--- src/design/tmr8_pkg.sv ---
// Package for the 8-bit timer with two compare units
package tmr8_pkg;

  // Register byte addresses
  localparam logic [7:0] ADDR_CONTROL_A = 8'h00;
  localparam logic [7:0] ADDR_CONTROL_B = 8'h04;
  localparam logic [7:0] ADDR_COUNT = 8'h08;
  localparam logic [7:0] ADDR_COMPARE_A = 8'h0C;
  localparam logic [7:0] ADDR_COMPARE_B = 8'h10;
  localparam logic [7:0] ADDR_FLAGS = 8'h14;
  localparam logic [7:0] ADDR_MASK = 8'h18;

  // Control A fields
  localparam int CA_WGM0_POS = 0;
  localparam int CA_WGM1_POS = 1;
  localparam int CA_COMB_POS = 4;
  localparam int CA_COMA_POS = 6;
  // Control B fields
  localparam int CB_CS_POS = 0;
  localparam int CB_WGM2_POS = 3;
  localparam int CB_FOCB_POS = 6;
  localparam int CB_FOCA_POS = 7;
  // Flag and mask bit positions
  localparam int FL_OVF_POS = 0;
  localparam int FL_CMPA_POS = 1;
  localparam int FL_CMPB_POS = 2;

  // Reset values and extreme counts
  localparam logic [7:0] RESET_BYTE = 8'h00;
  localparam logic [7:0] COUNT_BOTTOM = 8'h00;
  localparam logic [7:0] COUNT_MAX = 8'hFF;
  localparam logic [31:0] READ_ZERO = 32'h0000_0000;
  localparam int SYNC_STAGES = 2;

  // Clock-select codes
  localparam logic [2:0] CS_STOP = 3'h0;
  localparam logic [2:0] CS_EXT_FALL = 3'h6;
  localparam logic [2:0] CS_EXT_RISE = 3'h7;

  // Waveform modes
  typedef enum logic [2:0] {
    TMR8_NORMAL = 3'b000,
    TMR8_PC_PWM_FF = 3'b001,
    TMR8_CLEAR_ON_MATCH = 3'b010,
    TMR8_FAST_PWM_FF = 3'b011,
    TMR8_RSVD4 = 3'b100,
    TMR8_PC_PWM_A = 3'b101,
    TMR8_RSVD6 = 3'b110,
    TMR8_FAST_PWM_A = 3'b111
  } tmr8_mode_e;

  // Events from the counter unit
  typedef struct packed {
    logic tick;
    logic at_top;
    logic at_bottom;
    logic match_a;
    logic match_b;
  } tmr8_evt_s;

endpackage

--- src/design/tmr8_core.sv ---
// Timer core: counter, two compare units, flags and APB register file
//
// Register access over APB and the placing of the registers are this design's own decisions.
`timescale 1ns/1ps

module tmr8_core
  import tmr8_pkg::*;
(
  // Clock and reset
  input wire logic pclk,
  input wire logic presetn,
  // APB slave
  input wire logic psel,
  input wire logic penable,
  input wire logic pwrite,
  input wire logic [7:0] paddr,
  input wire logic [31:0] pwdata,
  output logic [31:0] prdata,
  output logic pready,
  output logic pslverr,
  // Timer clock sources
  input wire logic prescaled_tick,
  input wire logic external_count_pin,
  // Interrupt service acknowledges, one pulse each
  input wire logic ovf_serviced,
  input wire logic cmpa_serviced,
  input wire logic cmpb_serviced,
  // Outputs
  output logic compare_a_output,
  output logic compare_b_output,
  output logic overflow_irq,
  output logic compare_a_irq,
  output logic compare_b_irq
);

  ////////////////////////////////////////////////////////////////////////
  // Registers
  logic [7:0] timer_control_a_q;
  logic [7:0] timer_control_b_q;
  logic [7:0] count_value_q;
  logic [7:0] compare_a_value_q;
  logic [7:0] compare_b_value_q;
  logic [7:0] compare_a_buf_q;
  logic [7:0] compare_b_buf_q;
  logic [2:0] timer_flag_register_q;
  logic [2:0] timer_mask_register_q;
  logic block_q;
  logic [SYNC_STAGES-1:0] pin_sync_q;
  logic pin_prev_q;
  logic oc_a_q;
  logic oc_b_q;

  ////////////////////////////////////////////////////////////////////////
  // Decode helpers
  function automatic logic is_pwm(input tmr8_mode_e m);
    is_pwm = m[0]; // Modes 1,3,5,7 are PWM
  endfunction

  function automatic logic is_fast(input tmr8_mode_e m);
    is_fast = (m == TMR8_FAST_PWM_FF) || (m == TMR8_FAST_PWM_A);
  endfunction

  // One compare output's next level
  function automatic logic oc_next(input logic cur, input logic [1:0] com,
                                   input tmr8_mode_e m, input logic match,
                                   input logic at_bottom, input logic up);
    logic r;
    r = cur;
    if (!is_pwm(m))
    begin
      if (match)
      begin
        case (com)
          2'b01: r = ~cur;
          2'b10: r = 1'b0;
          2'b11: r = 1'b1;
          default: r = cur;
        endcase
      end
    end
    else if (is_fast(m))
    begin
      if (com[1] && match)
        r = com[0];
      else if (com[1] && at_bottom)
        r = ~com[0];
    end
    else if (com[1] && match)
    begin
      r = up ? com[0] : ~com[0];
    end
    oc_next = r;
  endfunction

  ////////////////////////////////////////////////////////////////////////
  // Mode and bus decode
  tmr8_mode_e mode;
  logic [2:0] clock_select_field;
  logic [1:0] com_a;
  logic [1:0] com_b;
  logic [7:0] top_value;
  logic buffered;
  logic wr_en;
  logic tick_sel;
  logic addr_ok;
  logic count_wr;
  logic ext_edge;
  logic dir_down_q;
  tmr8_evt_s evt;

  // Mode field split across the two controls
  assign mode = tmr8_mode_e'({timer_control_b_q[CB_WGM2_POS],
                              timer_control_a_q[CA_WGM1_POS],
                              timer_control_a_q[CA_WGM0_POS]});
  assign clock_select_field = timer_control_b_q[CB_CS_POS +: 3];
  assign com_a = timer_control_a_q[CA_COMA_POS +: 2];
  assign com_b = timer_control_a_q[CA_COMB_POS +: 2];
  assign buffered = is_pwm(mode);
  // Ceiling follows mode
  assign top_value = (mode == TMR8_CLEAR_ON_MATCH || mode == TMR8_PC_PWM_A ||
                      mode == TMR8_FAST_PWM_A) ? compare_a_value_q : COUNT_MAX;

  assign wr_en = psel && penable && pwrite;
  assign addr_ok = (paddr == ADDR_CONTROL_A) || (paddr == ADDR_CONTROL_B) ||
                   (paddr == ADDR_COUNT) || (paddr == ADDR_COMPARE_A) ||
                   (paddr == ADDR_COMPARE_B) || (paddr == ADDR_FLAGS) ||
                   (paddr == ADDR_MASK);
  assign count_wr = wr_en && (paddr == ADDR_COUNT);

  ////////////////////////////////////////////////////////////////////////
  // External pin synchroniser; only the second stage feeds the edge detect
  always_ff @(posedge pclk or negedge presetn)
  begin
    if (!presetn)
    begin
      pin_sync_q <= '0;
      pin_prev_q <= 1'b0;
    end
    else
    begin
      pin_sync_q <= {pin_sync_q[0], external_count_pin};
      pin_prev_q <= pin_sync_q[1];
    end
  end

  // Tick source and edge selection
  always_comb
  begin
    ext_edge = 1'b0;
    if (clock_select_field == CS_EXT_FALL)
      ext_edge = pin_prev_q && !pin_sync_q[1];
    else if (clock_select_field == CS_EXT_RISE)
      ext_edge = !pin_prev_q && pin_sync_q[1];
    if (clock_select_field == CS_STOP)
      tick_sel = 1'b0;
    else if (clock_select_field == CS_EXT_FALL || clock_select_field == CS_EXT_RISE)
      tick_sel = ext_edge;
    else
      tick_sel = prescaled_tick;
  end

  // Extreme-value and match detection, matches suppressed while block_q is set
  assign evt.tick = tick_sel;
  assign evt.at_bottom = (count_value_q == COUNT_BOTTOM);
  assign evt.at_top = (count_value_q == top_value);
  assign evt.match_a = (count_value_q == compare_a_value_q) && !block_q;
  assign evt.match_b = (count_value_q == compare_b_value_q) && !block_q;

  ////////////////////////////////////////////////////////////////////////
  // Match blocking: set by a counter write, cleared by the next tick
  always_ff @(posedge pclk or negedge presetn)
  begin
    if (!presetn)
      block_q <= 1'b0;
    else if (count_wr)
      block_q <= 1'b1;
    else if (evt.tick)
      block_q <= 1'b0;
  end

  // Counter; software write beats clear and count
  always_ff @(posedge pclk or negedge presetn)
  begin
    if (!presetn)
    begin
      count_value_q <= RESET_BYTE;
      dir_down_q <= 1'b0;
    end
    else if (count_wr)
      count_value_q <= pwdata[7:0];
    else if (evt.tick)
    begin
      if (!is_pwm(mode) || is_fast(mode))
      begin
        // Single slope: wrap to bottom after top
        dir_down_q <= 1'b0;
        if (evt.at_top || count_value_q == COUNT_MAX)
          count_value_q <= COUNT_BOTTOM;
        else
          count_value_q <= count_value_q + 8'h01;
      end
      else if (dir_down_q)
      begin
        // Dual slope turns at bottom
        if (evt.at_bottom)
        begin
          dir_down_q <= 1'b0;
          count_value_q <= count_value_q + 8'h01;
        end
        else
          count_value_q <= count_value_q - 8'h01;
      end
      else if (evt.at_top)
      begin
        dir_down_q <= 1'b1;
        count_value_q <= count_value_q - 8'h01;
      end
      else
        count_value_q <= count_value_q + 8'h01;
    end
  end

  ////////////////////////////////////////////////////////////////////////
  // Control and mask registers; strobes are not stored
  always_ff @(posedge pclk or negedge presetn)
  begin
    if (!presetn)
    begin
      timer_control_a_q <= RESET_BYTE;
      timer_control_b_q <= RESET_BYTE;
      timer_mask_register_q <= 3'b000;
    end
    else if (wr_en)
    begin
      if (paddr == ADDR_CONTROL_A)
        timer_control_a_q <= pwdata[7:0];
      if (paddr == ADDR_CONTROL_B)
        timer_control_b_q <= {2'b00, pwdata[5:0]};
      if (paddr == ADDR_MASK)
        timer_mask_register_q <= pwdata[2:0];
    end
  end

  // Compare buffers and active values
  always_ff @(posedge pclk or negedge presetn)
  begin
    if (!presetn)
    begin
      compare_a_value_q <= RESET_BYTE;
      compare_b_value_q <= RESET_BYTE;
      compare_a_buf_q <= RESET_BYTE;
      compare_b_buf_q <= RESET_BYTE;
    end
    else
    begin
      if (wr_en && paddr == ADDR_COMPARE_A)
        compare_a_buf_q <= pwdata[7:0];
      if (wr_en && paddr == ADDR_COMPARE_B)
        compare_b_buf_q <= pwdata[7:0];
      if (!buffered)
      begin
        if (wr_en && paddr == ADDR_COMPARE_A)
          compare_a_value_q <= pwdata[7:0];
        if (wr_en && paddr == ADDR_COMPARE_B)
          compare_b_value_q <= pwdata[7:0];
      end
      else if (evt.tick && ((is_fast(mode) && evt.at_top) ||
               (!is_fast(mode) && evt.at_top && !dir_down_q)))
      begin
        compare_a_value_q <= compare_a_buf_q;
        compare_b_value_q <= compare_b_buf_q;
      end
    end
  end

  ////////////////////////////////////////////////////////////////////////
  // Flags: hardware set wins over a write-one clear or service
  always_ff @(posedge pclk or negedge presetn)
  begin
    if (!presetn)
      timer_flag_register_q <= 3'b000;
    else
    begin
      logic [2:0] clr;
      logic [2:0] set;
      clr = {cmpb_serviced, cmpa_serviced, ovf_serviced};
      if (wr_en && paddr == ADDR_FLAGS)
        clr = clr | pwdata[2:0];
      // Overflow at COUNT_MAX, at fast-PWM top or at dual-slope bottom
      set[FL_OVF_POS] = evt.tick && (is_pwm(mode) && !is_fast(mode) ?
                        (dir_down_q && evt.at_bottom) :
                        (count_value_q == COUNT_MAX || (is_fast(mode) && evt.at_top)));
      set[FL_CMPA_POS] = evt.tick && evt.match_a;
      set[FL_CMPB_POS] = evt.tick && evt.match_b;
      timer_flag_register_q <= (timer_flag_register_q & ~clr) | set;
    end
  end

  // Compare output states; kept across mode changes, reset to zero
  always_ff @(posedge pclk or negedge presetn)
  begin
    if (!presetn)
    begin
      oc_a_q <= 1'b0;
      oc_b_q <= 1'b0;
    end
    else
    begin
      if (wr_en && paddr == ADDR_CONTROL_B && !is_pwm(mode) && pwdata[CB_FOCA_POS])
        oc_a_q <= oc_next(oc_a_q, com_a, mode, 1'b1, 1'b0, 1'b1);
      else if (evt.tick)
        oc_a_q <= oc_next(oc_a_q, com_a, mode, evt.match_a, evt.at_top,
                          !dir_down_q);
      if (wr_en && paddr == ADDR_CONTROL_B && !is_pwm(mode) && pwdata[CB_FOCB_POS])
        oc_b_q <= oc_next(oc_b_q, com_b, mode, 1'b1, 1'b0, 1'b1);
      else if (evt.tick)
        oc_b_q <= oc_next(oc_b_q, com_b, mode, evt.match_b, evt.at_top, !dir_down_q);
    end
  end

  ////////////////////////////////////////////////////////////////////////
  // APB answer, one-wait-free; unmapped addresses raise pslverr
  always_ff @(posedge pclk or negedge presetn)
  begin
    if (!presetn)
    begin
      prdata <= READ_ZERO;
      pready <= 1'b0;
      pslverr <= 1'b0;
    end
    else
    begin
      pready <= psel && !penable;
      pslverr <= psel && !penable && !addr_ok;
      prdata <= READ_ZERO;
      if (psel && !penable && !pwrite)
      begin
        case (paddr)
          ADDR_CONTROL_A: prdata <= {24'h0000_00, timer_control_a_q};
          ADDR_CONTROL_B: prdata <= {24'h0000_00, timer_control_b_q};
          ADDR_COUNT: prdata <= {24'h0000_00, count_value_q};
          ADDR_COMPARE_A: prdata <= {24'h0000_00, buffered ? compare_a_buf_q : compare_a_value_q};
          ADDR_COMPARE_B: prdata <= {24'h0000_00, buffered ? compare_b_buf_q : compare_b_value_q};
          ADDR_FLAGS: prdata <= {29'h0000_000, timer_flag_register_q};
          ADDR_MASK: prdata <= {29'h0000_000, timer_mask_register_q};
          default: prdata <= READ_ZERO;
        endcase
      end
    end
  end

  // Registered outputs; mask gates each request
  always_ff @(posedge pclk or negedge presetn)
  begin
    if (!presetn)
    begin
      compare_a_output <= 1'b0;
      compare_b_output <= 1'b0;
      overflow_irq <= 1'b0;
      compare_a_irq <= 1'b0;
      compare_b_irq <= 1'b0;
    end
    else
    begin
      compare_a_output <= oc_a_q;
      compare_b_output <= oc_b_q;
      overflow_irq <= timer_flag_register_q[FL_OVF_POS] && timer_mask_register_q[FL_OVF_POS];
      compare_a_irq <= timer_flag_register_q[FL_CMPA_POS] && timer_mask_register_q[FL_CMPA_POS];
      compare_b_irq <= timer_flag_register_q[FL_CMPB_POS] && timer_mask_register_q[FL_CMPB_POS];
    end
  end

endmodule

--- config.mk ---
export PLATFORM = sky130hd
export DESIGN_NAME = tmr8_core
export DESIGN_NICKNAME = d
export VERILOG_FILES = /design/src/design/tmr8_pkg.sv /design/src/design/tmr8_core.sv
export SDC_FILE = /design/constraint.sdc
export NUM_CORES = 1
export LEC_CHECK = 0
export BUFFER_PORTS_ARGS = -buffer_cell sky130_fd_sc_hd__buf_4
export CAP_MARGIN = 20
export CORE_MARGIN = 3
export CORE_UTILIZATION = 35
export DETAILED_ROUTE_END_ITERATION = 12
export GPL_ROUTABILITY_DRIVEN = 0
export PLACE_DENSITY_LB_ADDON = 0.05
export SLEW_MARGIN = 20
export SYNTH_ARGS = -nofsm -noshare
export SYNTH_HDL_FRONTEND = slang
export SYNTH_SLANG_ARGS = --single-unit
--- constraint.sdc ---
create_clock -name pclk -period 6.7 [get_ports pclk]
set_input_delay 1.34 -clock pclk [delete_from_list [all_inputs] [get_ports pclk]]
set_output_delay 1.34 -clock pclk [all_outputs]
set_load 0.01 [all_outputs]
=== Yosys cells after proc, flatten, opt, wreduce, memory -nomap -nowiden ===
Cells that the tools add are included.

* Logic and storage cells: 191
* Output and inout bits: 39
* Register bits after elaboration: 106
* Input bits: 50

* Multiplexer cells: 54
* Add/subtract/negate cells: 2
* Reductions and logical operators: 74
* Equality and inequality tests: 29
* Bitwise gates (word level): 9

{| class="wikitable"
|+ Operators by type and width
! cell !! count
|-
| 8-bit two-way mux || 17
|-
| 8-bit one-hot mux with 7 select lines || 1
|-
| 1-bit logical AND || 33
|-
| 1-bit two-way mux || 33
|-
| 8-bit by 5-bit == test with 1-bit output, second input constant || 3
|-
| 8-bit == test || 3
|-
| 8-bit by 4-bit == test with 1-bit output, second input constant || 2
|-
| 8-bit logical NOT || 2
|-
| 4-bit by 1-bit inequality test with 1-bit output, second input constant || 4
|-
| 1-bit logical OR || 14
|-
| 3-bit == test, second input constant || 4
|-
| 2-bit AND reduction || 6
|-
| 5-bit AND reduction || 2
|-
| 2-bit nonzero test || 5
|-
| 1-bit logical NOT || 9
|-
| 8-bit by 1-bit adder with 8-bit output, second input constant || 1
|-
| 2-bit == test, second input constant || 4
|-
| 8-bit by 3-bit == test with 1-bit output, second input constant || 1
|-
| 8-bit == test, second input constant || 1
|-
| 8-bit by 1-bit subtractor with 8-bit output, second input constant || 1
|-
| 3-bit by 2-bit == test with 1-bit output, second input constant || 2
|-
| 3-bit inequality test, second input constant || 2
|-
| 3-bit OR || 2
|-
| 1-bit one-hot mux with 3 select lines || 2
|-
| 8 further kinds || 14
|}

=== Logic depth before layout (Yosys ltp) ===
* Depth in word-level cells: 12
* Depth in mapped cells: 10
* Gate-level depth less buffers: 8

=== Worst setup path after synthesis ===
No wires, ideal clock.

* Path kind: input port to flip-flop
* Start point: input paddr[1]
* End point: register compare_b_value_q[1]
* Library setup time: 123 ps
* Arrival: 3,166 ps
* Data required time: 6,577 ps
* Cell stages on the path: 9
* Slack: 3,411 ps
* Path buffers: 2
* Cell sequence: or4_1 nor3_2 and3b_1 buf_2 nand2_2 o32a_1 buf_2 nor2_1 a21oi_1

* Longest elaborated chain between the ends: 4

{| class="wikitable"
|+ RTL lines
! what !! line !! source
|-
| start, declared || tmr8_core.sv:16 || <nowiki>input wire logic [7:0] paddr,</nowiki>
|-
| 8-bit by 5-bit == test with 1-bit output || tmr8_core.sv:264 || <nowiki>if (wr_en && paddr == ADDR_COMPARE_B)</nowiki>
|-
| 1-bit logical AND || tmr8_core.sv:264 ||
|-
| 2-bit nonzero test (no line) || n/a ||
|-
| 2-bit AND reduction (no line) || n/a ||
|-
| end signal, assigned || tmr8_core.sv:265 || <nowiki>compare_b_value_q <= pwdata[7:0];</nowiki>
|-
| end signal, assigned || tmr8_core.sv:271 || <nowiki>compare_b_value_q <= compare_b_buf_q;</nowiki>
|-
| end, declared || tmr8_core.sv:42 || <nowiki>logic [7:0] compare_b_value_q;</nowiki>
|}

Every way passes these cells.
A chain may end at the register's enable or synchronous reset.

=== Worst setup path after layout ===
* Start point: input paddr[1]
* End point: register compare_a_value_q[3]

* Longest elaborated chain between the ends: 4

{| class="wikitable"
|+ RTL lines
! what !! line !! source
|-
| 8-bit by 4-bit == test with 1-bit output || tmr8_core.sv:262 || <nowiki>if (wr_en && paddr == ADDR_COMPARE_A)</nowiki>
|-
| 1-bit logical AND || tmr8_core.sv:262 ||
|-
| 2-bit nonzero test (no line) || n/a ||
|-
| 2-bit AND reduction (no line) || n/a ||
|-
| end signal, assigned || tmr8_core.sv:263 || <nowiki>compare_a_value_q <= pwdata[7:0];</nowiki>
|-
| end signal, assigned || tmr8_core.sv:270 || <nowiki>compare_a_value_q <= compare_a_buf_q;</nowiki>
|-
| end, declared || tmr8_core.sv:41 || <nowiki>logic [7:0] compare_a_value_q;</nowiki>
|}

Every way passes these cells.

==> out/metrics.csv <==
stage,metric,value,unit
floorplanning,fp-row-count,43,
detailed_routing,firstDrtPassIters,5,
synthesis,synth.area.top_cells,"dfrtp_1 41%, mux2_2 9.2%, nand2_1 5.4%",
clock_network,ctsHoldBuffers,0,
hold_path,min_path_type,flop to flop,
sta,hold_viol,0,
worst_setup_path,rr_worst_depth,8,
floorplanning,fp.dieArea,15800,um2
synthesis,yosysSeqAreaShare,40.9,%
detailed_routing,post_drt_wl_per_cell,21.0,um
worst_setup_path,start_kind,input pin,
run_status,status,"complete, no violations",
clock_network,cts_tree,built,
sta,fin_crit_sh,56.2,%
synthesis,synthCells,541,
synthesis,synth_top_family_by_area,simple AND/OR/NAND/NOR gates,
sta,finalSetupTns,0,ns
clock_network,post_cts_resized,0,
sta,rsz0062_at_grt,false,
power_and_ir_drop,p_per_area,222,nW/um2
hold_path,whs_path_depth,0,
synthesis,synth-adder-area-share,0.749,%
clock_network,root_buffer,clkbuf_16,
layout,drive_gt1_share,20.2,%
sta,tightestPinTransition,0.721,ns
detailed_routing,final_antenna_net_count,0,
worst_setup_path,cp_slowest_stage_delay,0.56,ns
synthesis,syn_area_per_cell,9.26,um2
clock_network,numCtsBuffers,9,
grt,grt_pass1_vias,4148,
clock_network,cts_htree_levels,3,
floorplanning,floorplan.initialDensity,36.0,%
floorplanning,core_area,13900,um2
detailed_routing,routed_wl,15700,um
floorplanning,dieWidth,126,um
synthesis,async_reset_ff_share,100,%
worst_setup_path,crit_type,input pin to flop,
clock_network,clock_path_buffers,2,
floorplanning,die_y,126,um
synthesis,synth_ff_type,dfrtp_1,
detailed_routing,drtIter0Drc,341,
place,port_buffers,40,
grt,grtUsageTotal,20.1,%
worst_setup_path,worstSetupPathDepth,7,
worst_setup_path,path_buf_inv,1,
worst_setup_path,crit_fanout,9,
layout,area_growth,11.8,%
sta,slew_headroom,51.9,%
run,maxCapViolations,0,
power_and_ir_drop,design_power_total,0.00124,W
worst_setup_path,critPathTopFamily,simple AND/OR/NAND/NOR gates,
sta,fmax,265,MHz
worst_setup_path,slowest_stage,or4_1,
worst_setup_path,cp-end-kind,flop,
grt,grt_pass1_wl,24500,um
sta,fin_crit,3.77,ns
floorplanning,io_pins,89,
synthesis,synthSimpleGateAreaFrac,20.4,%
layout,fin_nets,616,
synthesis,synth_top_cell_by_area,dfrtp_1,
synthesis,synth_cell_types,69,
synthesis,synth_compound_area_share,17.1,%
synthesis,yosysWarningCount,0,
clock_network,clkLatencyLatePin,0.35,ns
place,hpwlAfterDp,11400,um
power_and_ir_drop,irDropWorstVdd,108,uV
detailed_routing,viasPerCell,5.61,
clock_network,clkTransAtPathRegs,0.07,ns
synthesis,synth-edff-count,0,
grt,grt_max_degree,52,
clock_network,cts_sinks,82,
layout,diodes,0,
worst_setup_path,arrival,4.00,ns
sta,finalMaxSlewViolations,0,
worst_setup_path,cp_cell_sequence,"buf_4, or4_1, nor2_1, and3_1, and2_1, a21oi_2, mux2_2",
sta,fin_worst_skew,0.0114,ns
synthesis,synth_mux_area_share,10.5,%
synthesis,synth_top_area_share,40.9,%
synthesis,synthXorXnorAreaFrac,2.27,%
clock_network,postCtsSetupRepairBufs,0,
grt,overflow,0,
synthesis,synth-seq-cells,82,
synthesis,synthesis.area,5010,um2
worst_setup_path,critPathRequiredTime,6.93,ns
detailed_routing,remaining_drc_errors,0,
power_and_ir_drop,p_leak,2.49,nW
grt,grt_antenna_before_repair,0,
detailed_routing,vias,4198,
sta,finalSetupViolCount,0,
[report_power, final]
group          switching (W)  total (W)  leakage [nW]  internal, W
clock               0.000222   0.000480         0.139     0.000258
combinational       0.000125   0.000204          1.29    0.0000785
sequential         0.0000469   0.000558          1.07     0.000511
[state kept, by name (all words and copies together), names as in the netlist, 2 cells and up]
signal and flops:
compare_a_buf_q 8, compare_a_value_q 8, compare_b_buf_q 8, compare_b_value_q 8
count_value_q 8, pin_sync_q 2, prdata 8, timer_control_a_q 8
timer_control_b_q 6, timer_flag_register_q 3, timer_mask_register_q 3
[final timing paths]
check	startpoint	to	slack, ns
setup / recovery	paddr[1]	compare_a_value_q[3]$_DFFE_PN0P_	2.93
hold / removal	pin_sync_q[0]$_DFF_PN0_	pin_sync_q[1]$_DFF_PN0_	0.35
setup reg to reg	timer_control_a_q[0]$_DFFE_PN0P_	count_value_q[5]$_DFFE_PN0P_	3.25
hold reg to reg	pin_sync_q[0]$_DFF_PN0_	pin_sync_q[1]$_DFF_PN0_	0.35
max in group asynchronous	presetn	compare_b_buf_q[6]$_DFFE_PN0P_	4.75
min in group asynchronous	presetn	count_value_q[2]$_DFFE_PN0P_	0.94
[cell families (layout without fill, tap and decap cells)]
| family | Yosys count | after routing |
|---|---|---|
| XOR/XNOR | 13 | 13 |
| multiplexers | 47 | 47 |
| AND/OR/NAND/NOR | 200 | 200 |
| buffers and inverters | 74 | 78 |
| adder cells (fa/ha/maj) | 3 | 3 |
| flip-flops | 82 | 82 |
| AO/OA/AOI/OAI | 121 | 121 |
| other | 1 | 24 |
[per-stage QoR]
step | hold WS, ns | area (um2) | setup slack (ns) | cells | utilization [%]
3_3_place_gp | 0.334 | 5320 | 2.56 | 732 | 38.2
2_1_floorplan | 0.331 | 5100 | 3.41 | 564 | -
6_report | 0.352 | 5600 | 2.93 | 748 | 40.2
5_1_grt | 0.361 | 5600 | 2.79 | 748 | 40.2
4_1_cts | 0.355 | 5600 | 2.93 | 748 | 40.2
3_5_place_dp | 0.338 | 5320 | 2.57 | 732 | 38.2
[worst register-to-register path, stage by stage (launching register included)]
cell and delay [ns]:
dfrtp_1 0.57, buf_4 0.35, or3b_2 0.53, nand2_1 0.21, a311oi_2 0.17, nor3_2 0.52
mux2_1 0.40, or4b_1 0.48, a21oi_1 0.14
[cell usage after synthesis, types with 6 or more instances]
| master | count |
|---|---|
| mux2_2 | 41 |
| nor2_1 | 28 |
| a222oi_1 | 6 |
| a21oi_1 | 23 |
| nand2_1 | 72 |
| and3_1 | 9 |
| nor4_1 | 7 |
| and2_1 | 9 |
| or3_1 | 7 |
| buf_4 | 27 |
| clkbuf_1 | 16 |
| o21ai_0 | 34 |
| xor2_1 | 8 |
| a22oi_1 | 7 |
| dfrtp_1 | 82 |
| buf_2 | 10 |
| nand3_1 | 19 |
| nor2b_1 | 13 |
| nor3_1 | 7 |
| inv_1 | 17 |
[layout make-up]
class | count | area, um2
fill | 1402 | 8330
multi-input combinational | 408 | 2650
sequential | 82 | 2050
timing repair buffer | 43 | 323
clock buffer | 9 | 225
tap | 180 | 225
inverter | 19 | 71.3
clock inverter | 7 | 58.8
[cells in the final DEF (no fill, tap or decap), types with 4 or more instances in the layout]
cell,count
and3_1,9
o2111ai_1,4
o21ai_0,34
nand4_1,4
nand3b_1,5
nand2b_1,4
a211oi_1,4
conb_1,24
clkbuf_16,9
nand3_1,19
a222oi_1,6
a221oi_1,4
xnor2_1,5
or3_1,7
and2_1,9
a22oi_1,7
nor3_1,7
nor2b_1,13
nand2_1,72
inv_6,4
a21oi_1,23
a31oi_1,4
dfrtp_1,82
xor2_1,8
mux2_2,41
nor4_1,7
nor2_1,28
buf_4,43
inv_1,17
mux2i_1,4
[metal layers]
| metal | share of wire (%) | track usage, % |
|---|---|---|
| met5 | 0 | 0 |
| met4 | 1.8 | 6.76 |
| met3 | 6.4 | 3.73 |
| met2 | 45 | 31.2 |
| met1 | 47 | 28.4 |
Note: power is estimated with default switching activity, not from simulation.
